[config.mk]
export PLATFORM = sky130hd
export DESIGN_NAME = deep_sleep_clock_gating_reg1
export DESIGN_NICKNAME = d
export VERILOG_FILES = /design/src/rtl/clock_gate_pkg.sv /design/src/rtl/gate_select.sv /design/src/rtl/deep_sleep_clock_gating_reg1.sv
export SDC_FILE = /design/constraint.sdc
export NUM_CORES = 1
export LEC_CHECK = 0
export BUFFER_PORTS_ARGS = -buffer_cell sky130_fd_sc_hd__buf_2
export CAP_MARGIN = 20
export CELL_PAD_IN_SITES_DETAIL_PLACEMENT = 0
export CELL_PAD_IN_SITES_GLOBAL_PLACEMENT = 1
export CORE_MARGIN = 4
export CORE_UTILIZATION = 40
export DETAILED_ROUTE_END_ITERATION = 16
export PLACE_DENSITY = 0.82
export SLEW_MARGIN = 10
export SYNTH_ARGS = -nofsm -noshare
export SYNTH_HDL_FRONTEND = slang
export SYNTH_HIERARCHICAL = 1
export SYNTH_SLANG_ARGS = --single-unit
export TNS_END_PERCENT = 1
[constraint.sdc]
create_clock -name mclk -period 3.1 [get_ports mclk]
set_clock_uncertainty 0.2 [all_clocks]
set_input_delay 0.31 -clock mclk [delete_from_list [all_inputs] [get_ports mclk]]
set_output_delay 0.31 -clock mclk [all_outputs]
set_load 0.03 [all_outputs]
[src/rtl/clock_gate_pkg.sv]
package clock_gate_pkg;

    // register byte addresses on the bus
    localparam int          ADDR_WIDTH        = 12;
    localparam logic [11:0] DEEP_GATE_OFFSET  = 12'h124;
    localparam logic [11:0] RUN_GATE_OFFSET   = 12'h200;
    localparam logic [11:0] SLEEP_GATE_OFFSET = 12'h204;
    localparam logic [11:0] RUN_CONFIG_OFFSET = 12'h208;
    localparam logic [11:0] IRQ_STATUS_OFFSET = 12'h20C;
    localparam logic [11:0] IRQ_MASK_OFFSET   = 12'h210;

    // enable bit positions, shared by run, sleep and deep-sleep layouts
    localparam int COMPARATOR1_CLOCK_GATE_BIT  = 25;
    localparam int COMPARATOR0_CLOCK_GATE_BIT  = 24;
    localparam int GP_COUNTER3_CLOCK_GATE_BIT  = 19;
    localparam int GP_COUNTER2_CLOCK_GATE_BIT  = 18;
    localparam int GP_COUNTER1_CLOCK_GATE_BIT  = 17;
    localparam int GP_COUNTER0_CLOCK_GATE_BIT  = 16;
    localparam int TWO_WIRE1_CLOCK_GATE_BIT    = 14;
    localparam int TWO_WIRE0_CLOCK_GATE_BIT    = 12;
    localparam int SYNC_SERIAL1_CLOCK_GATE_BIT = 5;
    localparam int SYNC_SERIAL0_CLOCK_GATE_BIT = 4;
    localparam int ASYNC_SERIAL2_CLOCK_GATE_BIT = 2;
    localparam int ASYNC_SERIAL1_CLOCK_GATE_BIT = 1;
    localparam int ASYNC_SERIAL0_CLOCK_GATE_BIT = 0;

    // writable enable bits; every other position is reserved
    localparam logic [31:0] GATE_WRITE_MASK =
        (32'h1 << COMPARATOR1_CLOCK_GATE_BIT) | (32'h1 << COMPARATOR0_CLOCK_GATE_BIT) |
        (32'h1 << GP_COUNTER3_CLOCK_GATE_BIT) | (32'h1 << GP_COUNTER2_CLOCK_GATE_BIT) |
        (32'h1 << GP_COUNTER1_CLOCK_GATE_BIT) | (32'h1 << GP_COUNTER0_CLOCK_GATE_BIT) |
        (32'h1 << TWO_WIRE1_CLOCK_GATE_BIT) | (32'h1 << TWO_WIRE0_CLOCK_GATE_BIT) |
        (32'h1 << SYNC_SERIAL1_CLOCK_GATE_BIT) | (32'h1 << SYNC_SERIAL0_CLOCK_GATE_BIT) |
        (32'h1 << ASYNC_SERIAL2_CLOCK_GATE_BIT) | (32'h1 << ASYNC_SERIAL1_CLOCK_GATE_BIT) |
        (32'h1 << ASYNC_SERIAL0_CLOCK_GATE_BIT);
    localparam logic [31:0] GATE_RESET        = 32'h0000_0000;

    // run clock configuration fields
    localparam int          AUTO_CLOCK_GATING_BIT = 0;
    localparam logic [31:0] CONFIG_WRITE_MASK     = 32'h1 << AUTO_CLOCK_GATING_BIT;
    localparam logic [31:0] CONFIG_RESET          = 32'h0000_0000;

    // interrupt status and mask fields
    localparam int          IRQ_FAULT_BIT      = 0;
    localparam int          IRQ_DEEP_ENTRY_BIT = 1;
    localparam logic [31:0] IRQ_WRITE_MASK     = (32'h1 << IRQ_FAULT_BIT) |
                                                 (32'h1 << IRQ_DEEP_ENTRY_BIT);
    localparam logic [31:0] IRQ_RESET          = 32'h0000_0000;

    // avalon response codes
    localparam logic [1:0] RESP_OKAY         = 2'h0;
    localparam logic [1:0] RESP_DECODE_ERROR = 2'h3;

    typedef enum logic [1:0] {
        BUS_IDLE = 2'b00,
        BUS_ACK  = 2'b01
    } bus_state_type;

    typedef enum logic [1:0] {
        MODE_RUN   = 2'b00,
        MODE_SLEEP = 2'b01,
        MODE_DEEP  = 2'b11
    } power_mode_type;

    // expand byte enables to a bit mask
    function automatic logic [31:0] byte_mask(input logic [3:0] be);
        byte_mask = {{8{be[3]}}, {8{be[2]}}, {8{be[1]}}, {8{be[0]}}};
    endfunction : byte_mask

    // merge write data into the writable, enabled bits only
    function automatic logic [31:0] merge_write(input logic [31:0] old,
                                                input logic [31:0] wdata,
                                                input logic [3:0]  be,
                                                input logic [31:0] wmask);
        logic [31:0] m;
        m           = byte_mask(be) & wmask;
        merge_write = (old & ~m) | (wdata & m);
    endfunction : merge_write

endpackage : clock_gate_pkg

[src/rtl/gate_select.sv]
`timescale 1ns/1ps
`default_nettype none
module gate_select (
    input  wire clock_gate_pkg::power_mode_type power_mode,
    input  wire logic                           auto_gating,
    input  wire logic [31:0]                    run_gate,
    input  wire logic [31:0]                    sleep_gate,
    input  wire logic [31:0]                    deep_gate,
    output logic [31:0]                         selected,
    output logic                                deep_active
);
    import clock_gate_pkg::*;

    // pick the enable set for the present power mode
    always_comb begin
        selected    = run_gate;
        deep_active = 1'b0;
        if (auto_gating) begin
            case (power_mode)
                MODE_SLEEP: begin
                    selected = sleep_gate;
                end
                MODE_DEEP: begin
                    selected    = deep_gate;
                    deep_active = 1'b1;
                end
                default: begin
                    selected = run_gate;
                end
            endcase
        end
    end

endmodule : gate_select
`default_nettype wire

[src/rtl/deep_sleep_clock_gating_reg1.sv]
// Register access over Avalon-MM was left to the implementer.
`timescale 1ns/1ps
`default_nettype none
// Summary of operation
// - set bit clocks its unit, clear disables
// - access to gated unit answers bus fault
// - all enable registers reset to zero
// - deep-sleep enables apply only in deep-sleep with auto gating
// - sleep sets need auto gating, else run
// - bits 25,24 gate comparators 1 and 0
// - bits 19..16 gate counters 3..0
// - bits 14,12 gate two-wire units 1,0
// - bits 5,4 gate sync serial 1,0
// - bits 2..0 gate async serial 2..0
// - reserved bits read-only, read as zero
module deep_sleep_clock_gating_reg1 (
    input  wire logic                             mclk,
    input  wire logic                             rst,
    // avalon-mm register slave
    input  wire logic [clock_gate_pkg::ADDR_WIDTH-1:0] avs_address,
    input  wire logic                             avs_read,
    input  wire logic                             avs_write,
    input  wire logic [31:0]                      avs_writedata,
    input  wire logic [3:0]                       avs_byteenable,
    output logic [31:0]                           avs_readdata,
    output logic                                  avs_waitrequest,
    output logic [1:0]                            avs_response,
    // power-mode controller
    input  wire clock_gate_pkg::power_mode_type   power_mode,
    // gated peripheral side
    output logic [31:0]                           clock_enable,
    input  wire logic                             periph_req,
    input  wire logic [4:0]                       periph_unit,
    output logic                                  periph_grant,
    output logic                                  periph_fault,
    output logic                                  irq
);
    import clock_gate_pkg::*;

    logic [31:0]   run_clock_gate_1;
    logic [31:0]   sleep_clock_gate_1;
    logic [31:0]   deep_sleep_clock_gate_1;
    logic [31:0]   run_clock_config;
    logic [31:0]   irq_status;
    logic [31:0]   irq_mask;
    bus_state_type bus_state;
    bus_state_type next_state;
    logic [31:0]   read_value;
    logic          addr_hit;
    logic          wr_commit;
    logic          auto_clock_gating;
    logic [31:0]   selected;
    logic          deep_active;
    logic          deep_active_q;
    logic          fault_event;
    logic          deep_entry;
    logic [31:0]   irq_set;
    logic [31:0]   irq_clear;

    // a write lands at the edge where waitrequest is low
    assign wr_commit         = (bus_state == BUS_ACK) && avs_write;
    assign auto_clock_gating = run_clock_config[AUTO_CLOCK_GATING_BIT];

    // bus handshake state
    always_comb begin
        case (bus_state)
            BUS_IDLE: begin
                next_state = (avs_read || avs_write) ? BUS_ACK : BUS_IDLE;
            end
            BUS_ACK: begin
                next_state = BUS_IDLE;
            end
            default: begin
                next_state = BUS_IDLE;
            end
        endcase
    end

    // state register
    always_ff @(posedge mclk or posedge rst) begin
        if (rst) begin
            bus_state <= BUS_IDLE;
        end else begin
            bus_state <= next_state;
        end
    end

    // waitrequest drops for exactly the answer cycle
    always_ff @(posedge mclk or posedge rst) begin
        if (rst) begin
            avs_waitrequest <= 1'b1;
        end else begin
            avs_waitrequest <= (next_state != BUS_ACK);
        end
    end

    // address decode and read mux
    // reserved bits read zero
    always_comb begin
        read_value = 32'h0000_0000;
        addr_hit   = 1'b1;
        case (avs_address)
            DEEP_GATE_OFFSET:  read_value = deep_sleep_clock_gate_1 & GATE_WRITE_MASK;
            RUN_GATE_OFFSET:   read_value = run_clock_gate_1 & GATE_WRITE_MASK;
            SLEEP_GATE_OFFSET: read_value = sleep_clock_gate_1 & GATE_WRITE_MASK;
            RUN_CONFIG_OFFSET: read_value = run_clock_config & CONFIG_WRITE_MASK;
            IRQ_STATUS_OFFSET: read_value = irq_status & IRQ_WRITE_MASK;
            IRQ_MASK_OFFSET:   read_value = irq_mask & IRQ_WRITE_MASK;
            default:           addr_hit   = 1'b0;
        endcase
    end

    // read data and response, captured as the answer is prepared
    always_ff @(posedge mclk or posedge rst) begin
        if (rst) begin
            avs_readdata <= 32'h0000_0000;
            avs_response <= RESP_OKAY;
        end else if (bus_state == BUS_IDLE && (avs_read || avs_write)) begin
            avs_readdata <= avs_read ? read_value : 32'h0000_0000;
            avs_response <= addr_hit ? RESP_OKAY : RESP_DECODE_ERROR;
        end
    end

    // deep-sleep enable register
    // reset to all disabled
    always_ff @(posedge mclk or posedge rst) begin
        if (rst) begin
            deep_sleep_clock_gate_1 <= GATE_RESET;
        end else if (wr_commit && avs_address == DEEP_GATE_OFFSET) begin
            deep_sleep_clock_gate_1 <= merge_write(deep_sleep_clock_gate_1, avs_writedata,
                                                   avs_byteenable, GATE_WRITE_MASK);
        end
    end

    // run-mode companion enables
    // run layout companion
    always_ff @(posedge mclk or posedge rst) begin
        if (rst) begin
            run_clock_gate_1 <= GATE_RESET;
        end else if (wr_commit && avs_address == RUN_GATE_OFFSET) begin
            run_clock_gate_1 <= merge_write(run_clock_gate_1, avs_writedata,
                                            avs_byteenable, GATE_WRITE_MASK);
        end
    end

    // sleep-mode companion enables
    // sleep layout companion
    always_ff @(posedge mclk or posedge rst) begin
        if (rst) begin
            sleep_clock_gate_1 <= GATE_RESET;
        end else if (wr_commit && avs_address == SLEEP_GATE_OFFSET) begin
            sleep_clock_gate_1 <= merge_write(sleep_clock_gate_1, avs_writedata,
                                              avs_byteenable, GATE_WRITE_MASK);
        end
    end

    // run clock configuration holding auto gating
    // auto gating bit
    always_ff @(posedge mclk or posedge rst) begin
        if (rst) begin
            run_clock_config <= CONFIG_RESET;
        end else if (wr_commit && avs_address == RUN_CONFIG_OFFSET) begin
            run_clock_config <= merge_write(run_clock_config, avs_writedata,
                                            avs_byteenable, CONFIG_WRITE_MASK);
        end
    end

    // interrupt mask register
    always_ff @(posedge mclk or posedge rst) begin
        if (rst) begin
            irq_mask <= IRQ_RESET;
        end else if (wr_commit && avs_address == IRQ_MASK_OFFSET) begin
            irq_mask <= merge_write(irq_mask, avs_writedata, avs_byteenable, IRQ_WRITE_MASK);
        end
    end

    // mode-dependent selection of the enable set
    // deep set in deep-sleep
    gate_select u_gate_select (
        .power_mode  (power_mode),
        .auto_gating (auto_clock_gating),
        .run_gate    (run_clock_gate_1),
        .sleep_gate  (sleep_clock_gate_1),
        .deep_gate   (deep_sleep_clock_gate_1),
        .selected    (selected),
        .deep_active (deep_active)
    );

    // registered enables drive the peripheral clock gates
    // enable drives clock gate
    always_ff @(posedge mclk or posedge rst) begin
        if (rst) begin
            clock_enable <= GATE_RESET;
        end else begin
            clock_enable <= selected & GATE_WRITE_MASK;
        end
    end

    // peripheral access check against the live enables
    // gated unit faults
    always_ff @(posedge mclk or posedge rst) begin
        if (rst) begin
            periph_grant <= 1'b0;
            periph_fault <= 1'b0;
        end else begin
            periph_grant <= periph_req && clock_enable[periph_unit];
            periph_fault <= periph_req && !clock_enable[periph_unit];
        end
    end

    // deep-sleep entry edge detector
    always_ff @(posedge mclk or posedge rst) begin
        if (rst) begin
            deep_active_q <= 1'b0;
        end else begin
            deep_active_q <= deep_active;
        end
    end

    // events and write-one-to-clear requests
    assign fault_event = periph_req && !clock_enable[periph_unit];
    assign deep_entry  = deep_active && !deep_active_q;
    assign irq_set     = ({31'h0, fault_event} << IRQ_FAULT_BIT) |
                         ({31'h0, deep_entry} << IRQ_DEEP_ENTRY_BIT);
    assign irq_clear   = (wr_commit && avs_address == IRQ_STATUS_OFFSET) ?
                         (avs_writedata & byte_mask(avs_byteenable) & IRQ_WRITE_MASK) :
                         32'h0000_0000;

    // sticky status, a new event wins over a clear
    always_ff @(posedge mclk or posedge rst) begin
        if (rst) begin
            irq_status <= IRQ_RESET;
        end else begin
            irq_status <= (irq_status & ~irq_clear) | irq_set;
        end
    end

    // level interrupt from unmasked status
    always_ff @(posedge mclk or posedge rst) begin
        if (rst) begin
            irq <= 1'b0;
        end else begin
            irq <= |(irq_status & irq_mask & IRQ_WRITE_MASK);
        end
    end
endmodule : deep_sleep_clock_gating_reg1
`default_nettype wire

==> impl_results.md <==
* Worst R2R Setup Slack at around 1100 ps
* CTS Buf Count at 9
* Gp weighted congestion at 0.854
* Die width at about 110 um
* Rows at 37
* TritonRoute pass-1 iters at 4
* YS warnings at 6
* Lkg Pwr at 2.32 nW
* Crit path launch type: primary input
* CTS Hold Bufs at 3
* Sink Count at 77
* Hold Path Origin: avs_writedata[4]
* FF-to-FF path depth at 4
* Synth Instances at 424
* Non-Filler Instances at 630
* Pwr per Cell Area at 461 mW/mm^2
* Fmax at 419 MHz
* Antenna diodes at 0
* Slew @ Worst Pin at 587 ps
* Clk root buf: clkbuf_8
* CTS H-tree depth at 3
* Vias in the first global route at ~3300
* Starting density of the core at 41.5%
* Critical Path AT at ~2400 ps
* Post-Syn Area at 0.00434 sq mm
* Clk pin slew, worst setup/hold paths at 80 ps
* CP Class: in2reg
* Placed insts at 611
* WL per Instance at 17.3 um
* Worst setup EP type: register
* Largest net degree at the start of global routing at 78
* Setup-failing EPs final at 0
* Area Overhead vs Synth at 13.7%
* IO Count at 130
* Postcts setup bufs at 0
* Share of cells above drive strength 1 at between 30% and 40%
* Synth Area per Inst at about 10 sq um
* Total grt overflow at 0
* RR Startpoint: bus_state[0]
* MaxCap Viol Count at 0
* DRC errors left at 0
* Global-route wire length before repair at between 15 and 20 mm
* RSZ-0062 raised after global routing: no
* Starting DRT DRC Count at 172
* Clock Latency Late Sink at 360 ps
* Via density at 5.27
* Die Ht at 112 um
* GRT Total Usage at 17.1%
* Max IR drop VDD at 0.225 mV
* Initial antenna violation count at 0
* Min-delay worst type: in2reg
* Crit-path max FO at 5
* Critical path required time at 3140 ps
* Post-DP HPWL at 7.86 mm
* Core ar. at 0.0105 sq mm
* Final Slew Violations at 0
* I/O Buffers at 72
* PostCTS Resize Cnt at 0
* Antenna Nets Post-Route at 0
* Min Clock Period, post-route at 2390 ps
* Post-Route Setup TNS at 0 ps
* Via count at 3321
* Relative slew slack at 59.9%
* Final hold vios at 0
* Hold path depth at 2
* CTS tree: built
* Outcome: complete, no violations
* Total Wirelength at 10.9 mm
* Fin nets at 549
* Final worst path period share at about three quarters
* Die area at 0.0126 sq mm
* CTS Buffer Depth at 2
[report_power, final]
part / internal [W] / total (W) / switching [W] / leakage (nW)
sequential: 0.00101 / 0.00102 / 0.00000542 / 1.04
clock: 0.000622 / 0.00103 / 0.000407 / 0.130
combinational: 0.0000557 / 0.000230 / 0.000174 / 1.15
total: 0.00169 / 0.00228 / 0.000586 / 2.32
[placed cells by master (no fill, tap or decap), drive strengths merged, types with 12 or more instances in the layout]
| master | count |
|---|---|
| a21boi | 12 |
| conb | 38 |
| a21oi | 30 |
| o21ai | 19 |
| a22oi | 13 |
| inv | 31 |
| nor3 | 29 |
| mux2i | 16 |
| buf | 85 |
| dfrtp | 76 |
| nand2 | 18 |
| mux2 | 43 |
[per-layer routing]
metal	vias up	global-route usage, %	share of wire [%]
met2	126	26.8	47
met3	9	3.50	6.6
li1	1537	-	-
met5	-	0	0
met1	1649	24.0	46
met4	0	4.89	1.1
[per-stage QoR]
stage / area (sq um) / total power, W / setup WS, ps / util (%) / hold slack [ps]
4_1_cts: 4940 / 0.00228 / 732 / 47.2 / 6.96
5_1_grt: 4940 / 0.00235 / 705 / 47.2 / 3.55
6_report: 4940 / 0.00228 / 715 / 47.2 / 18.9
3_5_place_dp: 4640 / 0.00126 / 350 / 44.3 / 222
2_1_floorplan: 4480 / 0.00123 / 438 / - / 200
3_3_place_gp: 4640 / 0.00126 / 373 / 44.3 / 216
[cell type report]
cell class	count	area, sq um
multi-input combinational	284	1960
timing repair buffer	88	500
clock inverter	7	145
tap	136	170
fill	1011	5530
sequential	77	1930
inverter	29	109
clock buffer	9	124
[worst max-delay path, stage by stage]
cell and delay (ps):
buf_2 110, or3b_2 530, or4_4 530, or4b_4 620, mux2_4 320
[worst max-delay path by stage]
stage                     to  slack [ps]             from  depth (start not counted)
floorplan           register         440   avs_address[7]                          6
global placement    register         370   avs_address[8]                          5
detailed placement  register         350   avs_address[8]                          5
CTS                 register         730   avs_address[8]                          5
global route        register         700  avs_address[11]                          5
finish              register         710   avs_address[8]                          5
Power figures use the tool's default switching activity.
